--- src/common/sar_adc_pkg.sv ---
// Package for the converter control block: register map, fields, timing.
// Assumes a 32-bit AXI4-Lite register bus and a 250 MHz core clock.
package sar_adc_pkg;

  // ----------------------------------------------------------------
  // Register byte addresses
  // ----------------------------------------------------------------
  localparam logic [7:0] CTRL_MAIN_ADDR = 8'h00;
  localparam logic [7:0] CLK_SEL_ADDR = 8'h04;
  localparam logic [7:0] RES_HIGH_ADDR = 8'h08;
  localparam logic [7:0] RES_LOW_ADDR = 8'h0C;
  localparam logic [7:0] STATUS_ADDR = 8'h10;

  // ----------------------------------------------------------------
  // Field positions
  // ----------------------------------------------------------------
  localparam int ON_BIT = 0;
  localparam int GO_BIT = 1;
  localparam int CHS_LSB = 2;
  localparam int POS_REF_BIT = 5;
  localparam int NEG_REF_BIT = 6;
  localparam int JUST_BIT = 7;
  localparam int CLKSEL_LSB = 4;
  localparam int DONE_FLAG_BIT = 0;
  localparam int IRQ_EN_BIT = 1;
  localparam int SLEEP_BIT = 2;
  localparam int POWERED_BIT = 3;

  // ----------------------------------------------------------------
  // Reset values
  // ----------------------------------------------------------------
  localparam logic [7:0] CTRL_MAIN_RESET = 8'h00;
  localparam logic [7:0] CLK_SEL_RESET = 8'h00;
  localparam logic [7:0] RESULT_RESET = 8'h00;

  // ----------------------------------------------------------------
  // Clock select codes and sequencing counts
  // ----------------------------------------------------------------
  localparam logic [2:0] DIV2_CODE = 3'h0;
  localparam logic [2:0] DIV4_CODE = 3'h4;
  localparam logic [2:0] DIV8_CODE = 3'h1;
  localparam logic [2:0] DIV16_CODE = 3'h5;
  localparam logic [2:0] DIV32_CODE = 3'h2;
  localparam logic [2:0] DIV64_CODE = 3'h6;
  localparam logic [1:0] RC_CODE_LOW = 2'h3;
  localparam logic [3:0] CONV_PERIODS = 4'hB;
  localparam logic [3:0] ABORT_PERIODS = 4'h2;
  // One instruction cycle is four core clocks
  localparam logic [3:0] INSTR_CYCLES = 4'h4;

  localparam logic [1:0] RESP_OKAY = 2'h0;
  localparam logic [1:0] RESP_SLVERR = 2'h2;

  // Analog-side controls
  typedef struct packed {
    logic powered;
    logic sample;
    logic [2:0] channel;
    logic pos_ext;
    logic neg_ext;
    logic [9:0] trial;
  } analog_ctrl_t;

endpackage

--- src/rtl/sar_adc_control.sv ---
// Control logic of a 10-bit successive-approximation converter.
// Assumes an AXI4-Lite master, an analog front end answering comparator
// decisions each bit period, and a system sleep level from the core.
//
// The AXI4-Lite slave port and the register offsets were decided locally.
`timescale 1ns/1ps

// Overview of operation
// - Clock select 000/100/001/101/010/110 divide 2..64; x11 uses RC clock.
// - A full conversion takes exactly eleven bit periods.
// - Reference bits pick external pins, otherwise ground and supply.
// - Channel select field routes inputs zero to seven to sample-and-hold.
// - Done flag sets after every completed conversion regardless of enable.
// - Asleep with interrupt enabled, completion raises a wake request.
// - Justify bit one gives right, zero gives left justification.
// - Left: result bits nine to two go to high byte.
// - Right: bits nine, eight in high one, zero; low eight in low.
// - Left: result bits one, zero go to low byte bits seven, six.
// - Converter off holds the block idle; setting on enables it.
// - Writing go starts conversion; go reads one while converting.
// - Completion clears go, sets done flag, loads result pair.
// - Clearing go early aborts; result registers keep old value.
// - After abort wait two bit periods, then acquire selected channel.
// - Reset restores registers, turns converter off, ends any conversion.
// - With RC clock, conversion starts one instruction cycle after go.
// - Asleep on RC clock, interrupt off: power down after completion.
// - Sleep on a divided clock mid-conversion aborts and powers down, on stays set.
// - Compare-unit trigger pulse sets go like a software write.
module sar_adc_control (
  // Clock and reset
  input wire logic core_clk,
  input wire logic resetn,
  // AXI4-Lite write address and data
  input wire logic [7:0] s_axi_awaddr,
  input wire logic s_axi_awvalid,
  output logic s_axi_awready,
  input wire logic [31:0] s_axi_wdata,
  input wire logic [3:0] s_axi_wstrb,
  input wire logic s_axi_wvalid,
  output logic s_axi_wready,
  // AXI4-Lite write response
  output logic [1:0] s_axi_bresp,
  output logic s_axi_bvalid,
  input wire logic s_axi_bready,
  // AXI4-Lite read
  input wire logic [7:0] s_axi_araddr,
  input wire logic s_axi_arvalid,
  output logic s_axi_arready,
  output logic [31:0] s_axi_rdata,
  output logic [1:0] s_axi_rresp,
  output logic s_axi_rvalid,
  input wire logic s_axi_rready,
  // System
  input wire logic sleep_active,
  input wire logic trigger_pulse,
  input wire logic rc_clk_tick,
  output logic wake_request,
  // Analog front end
  input wire logic comparator_high,
  output sar_adc_pkg::analog_ctrl_t analog_ctrl
);

  typedef enum logic [1:0] {IDLE, START_WAIT, CONVERT, ABORT_WAIT} conv_state_t;

  conv_state_t state_q;
  logic [7:0] ctrl_q;
  logic [2:0] clksel_q;
  logic [7:0] res_high_q;
  logic [7:0] res_low_q;
  logic done_flag_q;
  logic irq_en_q;
  logic powered_down_q;
  logic [3:0] period_cnt_q;
  logic [3:0] start_cnt_q;
  logic [9:0] sar_q;
  logic [9:0] bit_mask_q;
  logic period_tick;
  logic use_rc;
  logic on_en;

  // ----------------------------------------------------------------
  // Bus handshake
  // ----------------------------------------------------------------
  logic aw_held_q;
  logic w_held_q;
  logic [7:0] aw_addr_q;
  logic [31:0] w_data_q;
  logic [3:0] w_strb_q;
  logic wr_fire;
  logic rd_fire;
  logic wr_hit;
  logic [31:0] rd_word;
  logic rd_hit;

  assign wr_fire = aw_held_q && w_held_q && !s_axi_bvalid;
  assign rd_fire = s_axi_arvalid && s_axi_arready;
  assign wr_hit = (aw_addr_q == sar_adc_pkg::CTRL_MAIN_ADDR)
               || (aw_addr_q == sar_adc_pkg::CLK_SEL_ADDR)
               || (aw_addr_q == sar_adc_pkg::RES_HIGH_ADDR)
               || (aw_addr_q == sar_adc_pkg::RES_LOW_ADDR)
               || (aw_addr_q == sar_adc_pkg::STATUS_ADDR);

  always_ff @(posedge core_clk) begin
    if (!resetn) begin
      aw_held_q <= 1'b0;
      aw_addr_q <= 8'h00;
      s_axi_awready <= 1'b0;
    end else if (s_axi_awvalid && s_axi_awready) begin
      aw_held_q <= 1'b1;
      aw_addr_q <= s_axi_awaddr;
      s_axi_awready <= 1'b0;
    end else begin
      if (wr_fire) begin
        aw_held_q <= 1'b0;
      end
      s_axi_awready <= !aw_held_q && !s_axi_awready;
    end
  end

  always_ff @(posedge core_clk) begin
    if (!resetn) begin
      w_held_q <= 1'b0;
      w_data_q <= 32'h0000_0000;
      w_strb_q <= 4'h0;
      s_axi_wready <= 1'b0;
    end else if (s_axi_wvalid && s_axi_wready) begin
      w_held_q <= 1'b1;
      w_data_q <= s_axi_wdata;
      w_strb_q <= s_axi_wstrb;
      s_axi_wready <= 1'b0;
    end else begin
      if (wr_fire) begin
        w_held_q <= 1'b0;
      end
      s_axi_wready <= !w_held_q && !s_axi_wready;
    end
  end

  always_ff @(posedge core_clk) begin
    if (!resetn) begin
      s_axi_bvalid <= 1'b0;
      s_axi_bresp <= sar_adc_pkg::RESP_OKAY;
    end else if (wr_fire) begin
      s_axi_bvalid <= 1'b1;
      s_axi_bresp <= wr_hit ? sar_adc_pkg::RESP_OKAY : sar_adc_pkg::RESP_SLVERR;
    end else if (s_axi_bready) begin
      s_axi_bvalid <= 1'b0;
    end
  end

  always_comb begin
    rd_hit = 1'b1;
    rd_word = 32'h0000_0000;
    unique case (s_axi_araddr)
      sar_adc_pkg::CTRL_MAIN_ADDR: rd_word[7:0] = ctrl_q;
      sar_adc_pkg::CLK_SEL_ADDR: rd_word[6:4] = clksel_q;
      sar_adc_pkg::RES_HIGH_ADDR: rd_word[7:0] = res_high_q;
      sar_adc_pkg::RES_LOW_ADDR: rd_word[7:0] = res_low_q;
      sar_adc_pkg::STATUS_ADDR: begin
        rd_word[sar_adc_pkg::DONE_FLAG_BIT] = done_flag_q;
        rd_word[sar_adc_pkg::IRQ_EN_BIT] = irq_en_q;
        rd_word[sar_adc_pkg::SLEEP_BIT] = sleep_active;
        rd_word[sar_adc_pkg::POWERED_BIT] = !powered_down_q;
      end
      default: rd_hit = 1'b0;
    endcase
  end

  always_ff @(posedge core_clk) begin
    if (!resetn) begin
      s_axi_arready <= 1'b0;
      s_axi_rvalid <= 1'b0;
      s_axi_rdata <= 32'h0000_0000;
      s_axi_rresp <= sar_adc_pkg::RESP_OKAY;
    end else if (rd_fire) begin
      s_axi_arready <= 1'b0;
      s_axi_rvalid <= 1'b1;
      s_axi_rdata <= rd_word;
      s_axi_rresp <= rd_hit ? sar_adc_pkg::RESP_OKAY : sar_adc_pkg::RESP_SLVERR;
    end else if (s_axi_rvalid) begin
      if (s_axi_rready) begin
        s_axi_rvalid <= 1'b0;
      end
    end else begin
      s_axi_arready <= !s_axi_arready;
    end
  end

  // ----------------------------------------------------------------
  // Register writes
  // ----------------------------------------------------------------
  logic wr_ctrl;
  logic wr_status;
  logic go_written;
  logic go_cleared;
  logic start_req;
  logic complete;
  logic abort;
  logic sleep_abort;

  assign wr_ctrl = wr_fire && w_strb_q[0] && (aw_addr_q == sar_adc_pkg::CTRL_MAIN_ADDR);
  assign wr_status = wr_fire && w_strb_q[0] && (aw_addr_q == sar_adc_pkg::STATUS_ADDR);
  assign go_written = wr_ctrl && w_data_q[sar_adc_pkg::GO_BIT] && !ctrl_q[sar_adc_pkg::GO_BIT];
  assign go_cleared = wr_ctrl && !w_data_q[sar_adc_pkg::GO_BIT];
  assign use_rc = (clksel_q[1:0] == sar_adc_pkg::RC_CODE_LOW);
  assign on_en = ctrl_q[sar_adc_pkg::ON_BIT];
  // Go only acts when the converter was already on before this write
  assign start_req = on_en && !powered_down_q && (go_written || trigger_pulse);
  assign complete = (state_q == CONVERT) && period_tick
                 && (period_cnt_q == sar_adc_pkg::CONV_PERIODS - 4'h1);
  assign sleep_abort = sleep_active && !use_rc && (state_q != IDLE);
  assign abort = ((state_q == CONVERT) || (state_q == START_WAIT))
              && (go_cleared || sleep_abort) && !complete;

  always_ff @(posedge core_clk) begin
    if (!resetn) begin
      ctrl_q <= sar_adc_pkg::CTRL_MAIN_RESET;
    end else begin
      if (wr_ctrl) begin
        ctrl_q <= {w_data_q[7:2], ctrl_q[sar_adc_pkg::GO_BIT] && w_data_q[1], w_data_q[0]};
      end
      if (!on_en && !(wr_ctrl && w_data_q[0])) begin
        ctrl_q[sar_adc_pkg::GO_BIT] <= 1'b0;
      end else if (start_req) begin
        ctrl_q[sar_adc_pkg::GO_BIT] <= 1'b1;
      end else if (complete || sleep_abort) begin
        ctrl_q[sar_adc_pkg::GO_BIT] <= 1'b0;
      end
    end
  end

  always_ff @(posedge core_clk) begin
    if (!resetn) begin
      clksel_q <= sar_adc_pkg::CLK_SEL_RESET[6:4];
    end else if (wr_fire && w_strb_q[0] && aw_addr_q == sar_adc_pkg::CLK_SEL_ADDR) begin
      clksel_q <= w_data_q[6:4];
    end
  end

  // Set wins over a clearing write in the same cycle
  always_ff @(posedge core_clk) begin
    if (!resetn) begin
      done_flag_q <= 1'b0;
      irq_en_q <= 1'b0;
    end else begin
      if (wr_status) begin
        irq_en_q <= w_data_q[sar_adc_pkg::IRQ_EN_BIT];
      end
      if (complete) begin
        done_flag_q <= 1'b1;
      end else if (wr_status) begin
        done_flag_q <= w_data_q[sar_adc_pkg::DONE_FLAG_BIT];
      end
    end
  end

  // ----------------------------------------------------------------
  // Conversion sequencer
  // ----------------------------------------------------------------
  sar_period_gen u_period (
    .core_clk(core_clk),
    .resetn(resetn),
    .run((state_q == CONVERT && !abort) || state_q == ABORT_WAIT), // Whole periods after abort
    .clock_divider_select(clksel_q),
    .rc_clk_tick(rc_clk_tick),
    .period_tick(period_tick)
  );

  always_ff @(posedge core_clk) begin
    if (!resetn || !on_en) begin
      state_q <= IDLE;
      period_cnt_q <= 4'h0;
      start_cnt_q <= 4'h0;
    end else begin
      unique case (state_q)
        IDLE: begin
          period_cnt_q <= 4'h0;
          start_cnt_q <= 4'h0;
          if (start_req) begin
            state_q <= use_rc ? START_WAIT : CONVERT;
          end
        end
        START_WAIT: begin
          start_cnt_q <= start_cnt_q + 4'h1;
          if (abort) begin
            state_q <= ABORT_WAIT;
          end else if (start_cnt_q == sar_adc_pkg::INSTR_CYCLES - 4'h1) begin
            state_q <= CONVERT;
          end
        end
        CONVERT: begin
          if (abort) begin
            state_q <= ABORT_WAIT;
            period_cnt_q <= 4'h0;
          end else if (complete) begin
            state_q <= IDLE;
          end else if (period_tick) begin
            period_cnt_q <= period_cnt_q + 4'h1;
          end
        end
        ABORT_WAIT: begin
          if (period_tick) begin
            period_cnt_q <= period_cnt_q + 4'h1;
            if (period_cnt_q == sar_adc_pkg::ABORT_PERIODS - 4'h1) begin
              state_q <= IDLE;
            end
          end
        end
      endcase
    end
  end

  // Period 0 samples; periods 1..10 resolve one bit each, MSB first
  always_ff @(posedge core_clk) begin
    if (!resetn || state_q != CONVERT) begin
      sar_q <= 10'h000;
      bit_mask_q <= 10'h200;
    end else if (period_tick && period_cnt_q != 4'h0) begin
      if (comparator_high) begin
        sar_q <= sar_q | bit_mask_q;
      end
      bit_mask_q <= bit_mask_q >> 1;
    end
  end

  // ----------------------------------------------------------------
  // Result registers
  // ----------------------------------------------------------------
  logic [9:0] final_val;
  assign final_val = comparator_high ? (sar_q | bit_mask_q) : sar_q;

  always_ff @(posedge core_clk) begin
    if (!resetn) begin
      res_high_q <= sar_adc_pkg::RESULT_RESET;
      res_low_q <= sar_adc_pkg::RESULT_RESET;
    end else if (complete) begin
      if (ctrl_q[sar_adc_pkg::JUST_BIT]) begin
        res_high_q <= {6'h00, final_val[9:8]};
        res_low_q <= final_val[7:0];
      end else begin
        res_high_q <= final_val[9:2];
        res_low_q <= {final_val[1:0], 6'h00};
      end
    end else if (wr_fire && w_strb_q[0] && aw_addr_q == sar_adc_pkg::RES_HIGH_ADDR) begin
      res_high_q <= w_data_q[7:0];
    end else if (wr_fire && w_strb_q[0] && aw_addr_q == sar_adc_pkg::RES_LOW_ADDR) begin
      res_low_q <= w_data_q[7:0];
    end
  end

  // ----------------------------------------------------------------
  // Sleep, power and analog drive
  // ----------------------------------------------------------------
  always_ff @(posedge core_clk) begin
    if (!resetn) begin
      powered_down_q <= 1'b0;
      wake_request <= 1'b0;
    end else begin
      wake_request <= complete && sleep_active && irq_en_q;
      if (!sleep_active) begin
        powered_down_q <= 1'b0;
      end else if (complete && use_rc && !irq_en_q) begin
        powered_down_q <= 1'b1;
      end else if (sleep_abort) begin
        powered_down_q <= 1'b1;
      end
    end
  end

  always_ff @(posedge core_clk) begin
    if (!resetn) begin
      analog_ctrl <= '0;
    end else begin
      analog_ctrl.powered <= on_en && !powered_down_q;
      analog_ctrl.sample <= on_en && !powered_down_q && (state_q == IDLE);
      analog_ctrl.channel <= ctrl_q[sar_adc_pkg::CHS_LSB +: 3];
      analog_ctrl.pos_ext <= ctrl_q[sar_adc_pkg::POS_REF_BIT];
      analog_ctrl.neg_ext <= ctrl_q[sar_adc_pkg::NEG_REF_BIT];
      analog_ctrl.trial <= sar_q | bit_mask_q;
    end
  end

endmodule

--- src/rtl/sar_period_gen.sv ---
// Bit-period tick generator for the converter.
// Assumes rc_clk_tick is a one-cycle pulse synchronous to core_clk.
`timescale 1ns/1ps
module sar_period_gen (
  // Clock and reset
  input wire logic core_clk,
  input wire logic resetn,
  // Control
  input wire logic run,
  input wire logic [2:0] clock_divider_select,
  input wire logic rc_clk_tick,
  // Tick out
  output logic period_tick
);

  logic [5:0] div_q;
  logic [5:0] limit;
  logic use_rc;

  always_comb begin
    use_rc = (clock_divider_select[1:0] == sar_adc_pkg::RC_CODE_LOW);
    unique case (clock_divider_select)
      sar_adc_pkg::DIV2_CODE: limit = 6'h01;
      sar_adc_pkg::DIV4_CODE: limit = 6'h03;
      sar_adc_pkg::DIV8_CODE: limit = 6'h07;
      sar_adc_pkg::DIV16_CODE: limit = 6'h0F;
      sar_adc_pkg::DIV32_CODE: limit = 6'h1F;
      sar_adc_pkg::DIV64_CODE: limit = 6'h3F;
      default: limit = 6'h00;
    endcase
  end

  always_ff @(posedge core_clk) begin
    if (!resetn || !run) begin
      div_q <= 6'h00;
      period_tick <= 1'b0;
    end else if (use_rc) begin
      div_q <= 6'h00;
      period_tick <= rc_clk_tick;
    end else if (div_q == limit) begin
      div_q <= 6'h00;
      period_tick <= 1'b1;
    end else begin
      div_q <= div_q + 6'h01;
      period_tick <= 1'b0;
    end
  end

endmodule

--- config.mk ---
export PLATFORM = sky130hd
export DESIGN_NAME = sar_adc_control
export DESIGN_NICKNAME = d
export VERILOG_FILES = /design/src/common/sar_adc_pkg.sv /design/src/rtl/sar_adc_control.sv /design/src/rtl/sar_period_gen.sv
export SDC_FILE = /design/constraint.sdc
export NUM_CORES = 1
export LEC_CHECK = 0
export BUFFER_PORTS_ARGS = -buffer_cell sky130_fd_sc_hd__buf_4
export CORE_ASPECT_RATIO = 0.5
export CORE_MARGIN = 5
export CORE_UTILIZATION = 44
export DETAILED_ROUTE_END_ITERATION = 8
export MAX_ROUTING_LAYER = met4
export PLACE_DENSITY_LB_ADDON = 0.05
export REMOVE_ABC_BUFFERS = 1
export SLEW_MARGIN = 0
export SYNTH_ARGS = -nofsm -noshare
export SYNTH_HDL_FRONTEND = slang
export SYNTH_SLANG_ARGS = --single-unit
--- constraint.sdc ---
create_clock -name core_clk -period 5 [get_ports core_clk]
set_input_delay 0 -clock core_clk [delete_from_list [all_inputs] [get_ports core_clk]]
set_output_delay 0 -clock core_clk [all_outputs]
set_load 0.01 [all_outputs]
==> results of run 1 <==
## routing by layer
metal  up-vias  track usage (%)  share of wire [%]
li1       2338                -                  -
met1      2236             28.3                 52
met3        10             4.60                5.2
met4         0             5.12               0.64
met5         -                -                  0
met2       122             29.9                 42
## worst reg2reg max path: cells and delay by family, from the launching register on
kind | cells | cell delay (ns)
and+or+nand+nor | 3 | 1.26
DFF | 1 | 0.42
AOI/OAI and AO/OA | 2 | 0.72
## registers in the layout, summed over array words and instances (netlist names), 8 cells and up
name         count
analog_ctrl     17
aw_addr_q        8
bit_mask_q      10
ctrl_q           8
res_high_q       8
res_low_q        8
s_axi_rdata      8
sar_q           10
w_data_q         8
## layout make-up
type / instances / area [um2]
clock buffer: 17 / 425
clock inverter: 14 / 105
fill: 1081 / 5140
inverter: 14 / 52.6
multi-input combinational: 456 / 2760
sequential: 119 / 2380
tap: 165 / 206
timing repair buffer: 105 / 878
## path summary, 6_finish.rpt
check / from / end / slack, ns / cells after the start
worst max register to register: w_data_q[1] / period_cnt_q[3] / 2.47 / 5
worst min-delay path: s_axi_araddr[4] / s_axi_rdata[2] / 0.02 / 3
worst min register to register: aw_addr_q[6] / aw_addr_q[6] / 0.45 / 2
worst max-delay path: w_data_q[1] / period_cnt_q[3] / 2.47 / 5
## power by group
part	switching (uW)	leakage [uW]	internal [uW]
clock	465	0.000259	632
combinational	64.6	0.00147	58.8
sequential	16.4	0.000961	961
## cell usage after synthesis (all sizes together), types with 4 or more instances
cell | number | area, um2
o311a | 7 | 70.1
ha | 11 | 138
xnor2 | 5 | 43.8
or4 | 4 | 37.5
nor3b | 4 | 30.0
nand2 | 64 | 240
buf | 33 | 235
xor2 | 5 | 43.8
inv | 13 | 48.8
and2 | 12 | 75.1
clkbuf | 26 | 97.6
a22oi | 6 | 45.0
a22o | 7 | 61.3
nor4 | 8 | 65.1
dfxtp | 119 | 2380
a211oi | 5 | 42.5
o22ai | 9 | 56.3
nand3 | 21 | 105
a21oi | 55 | 275
o21ai | 12 | 60.1
mux2i | 32 | 320
nor2b | 11 | 68.8
nor3 | 21 | 105
nor2 | 76 | 285
## through the flow
step / worst slack, ns / hold WS, ns / area (um2)
after floorplan: 2.98 / 0.127 / 5190
after global placement: 2.59 / 0.253 / 5920
after detailed placement: 2.54 / 0.258 / 5920
after CTS: 2.53 / 0.00433 / 6810
after global routing: 2.40 / 0.0338 / 6810
final: 2.47 / 0.0164 / 6810
## placed cells by master, fill, tap and decap left out, types with 9 or more instances in the layout
master and count:
nor3_1 21, nor2_1 76, and2_1 12, dlygate4sd3_1 36, nand2_1 64, clkbuf_16 17
o22ai_1 9, ha_1 11, dfxtp_1 119, a21oi_1 55, buf_4 69, nor2b_1 11
mux2i_1 32, conb_1 26, nand3_1 21, inv_1 13, o21ai_0 12
## kinds of logic (layout without fill, tap and decap cells)
logic type / Yosys count / count (layout) / share of synthesized area (%)
mux: 36 / 36 / 7.35
fa+ha+maj: 11 / 11 / 2.53
compound gates: 131 / 131 / 15.9
simple gates: 242 / 242 / 21.6
buf+inv: 73 / 150 / 7.10
other cells: 1 / 26 / 0.0691
flops: 119 / 119 / 43.9
xor+xnor: 10 / 10 / 1.61
## timing repair
item                                    4_1_cts  5_1_grt
endpoints found under the hold margin        26        0
endpoints found under the setup margin        0        0
hold buffers                                 36        0
==> flow_summary.ini, run 1 <==
[status]
outcome = finished clean

[critical_path]
end_kind = register
critPathKind = reg2reg
crit_path_top_delay_cell = nor4_1
cp_cell_sequence = or4_1 -> nor4_1 -> o21ai_0 -> a21oi_1 -> nor3_1
crit_family = simple AND/OR/NAND/NOR gates
worstPathRequired_ns = 5.28
slowest_delay_ns = 0.62
arrival_ns = 2.81
path_max_fanout = 8
cp-start-kind = register
cp_num_buf_inv = 0

[worst_hold_path]
hold_path_class = in2reg

[die]
start_util_pct = 45.5
io_pins = 122
row_count = 28
core_um2 = 11900
die_h_um = 88.6
dieWidth_um = 167
dieArea_um2 = 14800

[sta]
fin_worst_skew_ns = 0.0110
rsz0062_at_grt = no
slew_headroom_pct = 48.7
clock.fmax_mhz = 395
hold_viol = 0
final-setup-viol-count = 0
layout_min_cycle_time_ns = 2.53
fin_setup_tns_ns = 0
drv_slew = 0
tightest_slew_ns = 0.767
post-route-period-util_pct = 50.6

[clock_network]
cts_tree = built
htreeDepth = 4
cts_setup_buffers = 0
clock_path_buffers = 2
cts_buffers = 17
cts.sinks = 119
cts-root-buf = clkbuf_16
post_cts_resized = 0
clkLatencyLatePin_ns = 0.41
clkTransAtPathRegs_ns = 0.06

[yosys]
syn_area_um2 = 5430
ys_warn_count = 0
synth_area_per_cell_um2 = 8.72
synth-seq-area-share_pct = 43.9
synth-seq-cells = 119
synth_edf_count = 0
async_reset_ff_share_pct = 0
synth_ff_type = dfxtp_1
yosysUniqueCellTypes = 63
synthCells = 623

[route]
final_antenna_net_count = 0
wl_per_cell_um = 15.9
routed_wl_um = 14200
route.detailed.drc = 0
first_pass_iters = 5
drtIter0Drc = 287
vias_per_cell = 5.29
vias = 4706

[power]
vdd_drop_max_v = 0.000191
cellPowerDensity_nw_per_um2 = 323
power_uw = 2200
leakage_uw = 0.00269

[place]
io_buffers = 68
hpwlAfterDp_um = 9660
gp_congestion = 0.856
numPlacedInstances = 823

[layout]
final_cells = 890
area_growth_pct = 25.3
antenna_cells = 0
fin_util_pct = 57.0
drive_gt1_share_pct = 15.9
final_nets = 787

[global_route]
antenna_found_initial = 0
grt_pass1_wl_um = 22800
grt_max_degree = 60
grt_util_all_layers_pct = 20.3
gr-total-overflow = 0
grt_pass1_vias = 4330

[run]
cap_violations = 0
Note: power is estimated with default switching activity, not from simulation.
==> run 2, diff against run 1 <==
==> constraint.sdc (replaced) <==
create_clock -name core_clk -period 2.5 [get_ports core_clk]
set_input_delay 0 -clock core_clk [delete_from_list [all_inputs] [get_ports core_clk]]
set_output_delay 0 -clock core_clk [all_outputs]
set_load 0.01 [all_outputs]
==> run 2 against run 1 <==
Utilization is 1.4 points higher. First-iteration DRC count is 16% higher. Clock skew is 0.00080 ns lower. Sequential power is 99% higher. Design area is 2.5% higher. Cell count is 1.2% higher. Largest power group unchanged.
==> flow_summary.ini, run 2 (synthesis results as in run 1) <==
[status]
outcome = finished clean

[critical_path]
rr_worst_depth = 5
arrival_ns = 2.42
crit_end = res_low_q[4]
reg2reg_from = aw_addr_q[5]
critPathKind = reg2reg
path_max_fanout = 16
end_kind = register
r2r_end = res_low_q[4]
critPathLaunch = aw_addr_q[5]
worstPathRequired_ns = 2.76
cp-start-kind = register
ff2ff_setup_slack_ns = 0.35

[layout]
ff_latch_area_um2 = 2380
antenna_cells = 0
layout_common_cells = dfxtp_1 (119), buf_4 (79), nor2_1 (76)
final_nets = 797
final_common_cell = dfxtp_1
top_regs = analog_ctrl (17), bit_mask_q (10), sar_q (10)
multi_input_area_um2 = 2760
largest_reg_flops = 17
area_growth_pct = 28.5
design_area_um2 = 6980
fillCellCount = 1086
largest_register = analog_ctrl
drive_gt1_share_pct = 17.1

[route]
final_antenna_net_count = 0
wl_per_cell_um = 15.5
routed_wl_um = 14000
first_pass_iters = 5
vias = 4685
drtIter0Drc = 334
vias_per_cell = 5.20
route.detailed.drc = 0

[sta]
rsz0062_at_grt = no
hold_viol = 0
drv_slew = 0
fin_setup_tns_ns = 0
clock.fmax_mhz = 464
post-route-period-util_pct = 86.2
layout_min_cycle_time_ns = 2.15
fin_worst_skew_ns = 0.0102
slew_headroom_pct = 49.9
final-setup-viol-count = 0
tightest_slew_ns = 0.749

[clock_network]
clkLatencyLatePin_ns = 0.41
cts.sinks = 119
clkTransAtPathRegs_ns = 0.06
cts-root-buf = clkbuf_16
htreeDepth = 4
cts_tree = built
cts_buffers = 17
clock_path_buffers = 2

[global_route]
antenna_found_initial = 0
grt_pass1_vias = 4383
grt_pass1_wl_um = 22700
grt_util_all_layers_pct = 19.9
grt_max_degree = 59
gr-total-overflow = 0

[run]
cap_violations = 0

[power]
leakage_uw = 0.00279
cellPowerDensity_nw_per_um2 = 686
vdd_drop_max_v = 0.000376
power_uw = 4790

[die]
io_pins = 122
dieArea_um2 = 14800
dieWidth_um = 167
die_h_um = 88.6
core_um2 = 11900
start_util_pct = 45.5
row_count = 28

[place]
post_dp_cell_area_um2 = 5990
io_buffers = 68
gp_congestion = 0.871
hpwlAfterDp_um = 9830

[worst_hold_path]
hold_path_class = in2reg
whs_path_depth = 4
[run 2: final cells by class]
cell class | count | area share (%)
sequential | 119 | 34.1
multi-input combinational | 456 | 39.5
clock buffer | 18 | 6.29
timing repair buffer | 115 | 13.7
inverter | 14 | 0.753
tap | 165 | 2.96
clock inverter | 14 | 2.69
[run 2: per-stage QoR]
stage / setup WS, ns / hold slack, ns / cells / utilization [%]
after floorplan: 0.481 / 0.127 / 589 / -
after global placement: 0.396 / 0.253 / 833 / 50.1
after detailed placement: 0.384 / 0.257 / 833 / 50.1
after CTS: 0.364 / 0.0171 / 901 / 58.4
after global routing: 0.187 / 0.0525 / 901 / 58.4
final: 0.346 / 0.0254 / 901 / 58.4
[run 2: what timing repair did]
| item | in CTS | in global routing |
|---|---|---|
| buffers inserted | 0 | 0 |
| hold buffers | 36 | 0 |
| endpoints found under the hold margin | 25 | 0 |
| setup endpoints to repair | 0 | 0 |
| gates resized for setup | 0 | 0 |
[run 2: how the worst min path moves through the flow]
stage / from / to / slack, ns
2_1_floorplan: resetn / analog_ctrl[10] / 0.13
3_3_place_gp: s_axi_wdata[6] / w_data_q[6] / 0.25
3_5_place_dp: s_axi_wdata[6] / w_data_q[6] / 0.26
4_1_cts: trigger_pulse / ctrl_q[1] / 0.02
5_1_grt: s_axi_araddr[3] / s_axi_rdata[7] / 0.05
6_report: trigger_pulse / ctrl_q[1] / 0.03
[run 2: worst max-delay path, cell delays in order, from the launching register on]
cell and delay (ns):
dfxtp_1 0.31, or4_4 0.59, nor4_4 0.36, a31o_2 0.44
o311a_1 0.25, nor3_1 0.05
[run 2: report_power, final]
group / internal, uW / switching [uW]
Combinational: 119 / 131
Clock: 1620 / 959
Sequential: 1920 / 30.7
[run 2: routing by layer]
| metal | GRT usage, % | wire (um) | vias up |
|---|---|---|---|
| met5 | - | 0 | - |
| met4 | 5.64 | 40 | 0 |
| met3 | 3.88 | 745 | 4 |
| met2 | 30.1 | 5930 | 118 |
| met1 | 27.5 | 7290 | 2200 |
| li1 | - | - | 2363 |
==> run 3, diff against run 2 <==
--- a/config.mk
+++ b/config.mk
@@ -12,7 +12,9 @@
 export DETAILED_ROUTE_END_ITERATION = 8
 export MAX_ROUTING_LAYER = met4
 export PLACE_DENSITY_LB_ADDON = 0.05
+export RECOVER_POWER = 50
 export REMOVE_ABC_BUFFERS = 1
+export SKIP_LAST_GASP = 1
 export SLEW_MARGIN = 0
 export SYNTH_ARGS = -nofsm -noshare
 export SYNTH_HDL_FRONTEND = slang
==> run 3 against run 2 <==
Register-to-register slack got worse by 0.04 ns. Utilization down 1.1 points. Routed wire length grew 0.38%. Hold slack about the same. Cell count is the same. Sequential power about the same. Die area is the same. Total power down 0.25%. Design area down 2.0%. Largest cell class unchanged. Largest power group unchanged.
==> flow_summary.ini, run 3 (synthesis results as in run 1) <==
[clock_network]
clkLatencyLatePin_ns = 0.41
cts-root-buf = clkbuf_16
cts_setup_buffers = 0
htreeDepth = 4
post_cts_resized = 0
cts.sinks = 119
cts_buffers = 17
clock_path_buffers = 2
cts_tree = built
clkTransAtPathRegs_ns = 0.06

[die]
start_util_pct = 45.5
row_count = 28
die_h_um = 88.6
io_pins = 122
core_um2 = 11900
dieArea_um2 = 14800
dieWidth_um = 167

[layout]
top_regs = analog_ctrl (17), bit_mask_q (10), sar_q (10)
area_growth_pct = 26.0
drive_gt1_share_pct = 12.4
fin_util_pct = 57.3
fillCellCount = 1100
final_common_cell = dfxtp_1
largest_reg_flops = 17
final_nets = 797
antenna_cells = 0
final_cells = 901
layout_common_cells = dfxtp_1 (119), nor2_1 (76), nand2_1 (64)
largest_register = analog_ctrl

[power]
seq_power_share_pct = 40.9
leakage_uw = 0.00264
p_sw_uw = 1120
pwr-share-comb_pct = 5.1
vdd_drop_max_v = 0.000376
p_sw_share_pct = 23.4
cellPowerDensity_nw_per_um2 = 698
clock_power_share_pct = 54.0
p_int_uw = 3660

[global_route]
grt_util_all_layers_pct = 19.9
grt_pass1_vias = 4383
grt_pass1_wl_um = 22700
gr-total-overflow = 0
antenna_found_initial = 0
grt_max_degree = 59

[critical_path]
critPathKind = reg2reg
path_max_fanout = 16
cp-start-kind = register
worstPathRequired_ns = 2.74
arrival_ns = 2.43
end_kind = register

[worst_hold_path]
hold_path_class = in2reg

[place]
io_buffers = 68
hpwlAfterDp_um = 9830
gp_congestion = 0.871
numPlacedInstances = 833

[sta]
layout_min_cycle_time_ns = 2.19
hold_viol = 0
post-route-period-util_pct = 87.6
fin_worst_skew_ns = 0.0111
tightest_slew_ns = 1.26
fin_setup_tns_ns = 0
final-setup-viol-count = 0
clock.fmax_mhz = 457
slew_headroom_pct = 16.1
drv_slew = 0
rsz0062_at_grt = no

[run]
cap_violations = 0

[route]
wl_per_cell_um = 15.6
vias_per_cell = 5.26
final_antenna_net_count = 0
drtIter0Drc = 278
routed_wl_um = 14100
route.detailed.drc = 0
first_pass_iters = 5
vias = 4738

[status]
outcome = finished clean
## run 3: final cells by class
class / count / area [um2] / area share [%]
sequential: 119 / 2380 / 34.8
clock buffer: 18 / 439 / 6.42
multi-input combinational: 456 / 2750 / 40.2
clock inverter: 14 / 188 / 2.74
inverter: 14 / 52.6 / 0.768
timing repair buffer: 115 / 823 / 12.0
tap: 165 / 206 / 3.02
## run 3: layer usage
layer	vias to the layer above	part of all wire, %	track usage, %	wire, um
met5	-	0	-	0
met1	2244	52	27.5	7320
met3	11	4.6	3.88	645
met2	112	43	30.1	6000
met4	0	0.75	5.64	106
li1	2371	-	-	-
## run 3: repair_timing
| action | in CTS | in global routing |
|---|---|---|
| endpoints found under the setup margin | 0 | 0 |
| hold buffers | 36 | 0 |
| hold endpoints to repair | 25 | 0 |
## run 3: power groups by stage
| stage | Sequential, uW | Combinational, uW | Clock [uW] |
|---|---|---|---|
| after floorplan | 1990 | 97.8 | 0 |
| after global placement | 1990 | 206 | 0 |
| after detailed placement | 1990 | 207 | 0 |
| after CTS | 1950 | 249 | 2620 |
| after global routing | 1960 | 267 | 2720 |
| final | 1950 | 243 | 2580 |
## run 3: worst paths after layout
| path | slack, ns | from | depth (start not counted) | end |
|---|---|---|---|---|
| min | 0.03 | trigger_pulse | 4 | ctrl_q[1] |
| min reg2reg | 0.46 | s_axi_wready | 1 | s_axi_wready |
| max | 0.31 | aw_addr_q[5] | 5 | res_low_q[4] |
| max reg2reg | 0.31 | aw_addr_q[5] | 5 | res_low_q[4] |
## run 3: critical path, cell delays in order (launching register included)
cell and delay [ns]:
dfxtp_1 0.31, or4_4 0.59, nor4_4 0.37, a31o_2 0.44, o311a_1 0.26, nor3_1 0.05
## run 3: stage by stage
step	cell area [um2]	hold slack [ns]	worst slack (ns)	total power (uW)
2_1_floorplan	5190	0.127	0.481	2090
3_3_place_gp	5990	0.253	0.396	2200
3_5_place_dp	5990	0.257	0.384	2200
4_1_cts	6980	0.0171	0.364	4830
5_1_grt	6840	0.0525	0.111	4940
6_report	6840	0.0259	0.310	4770
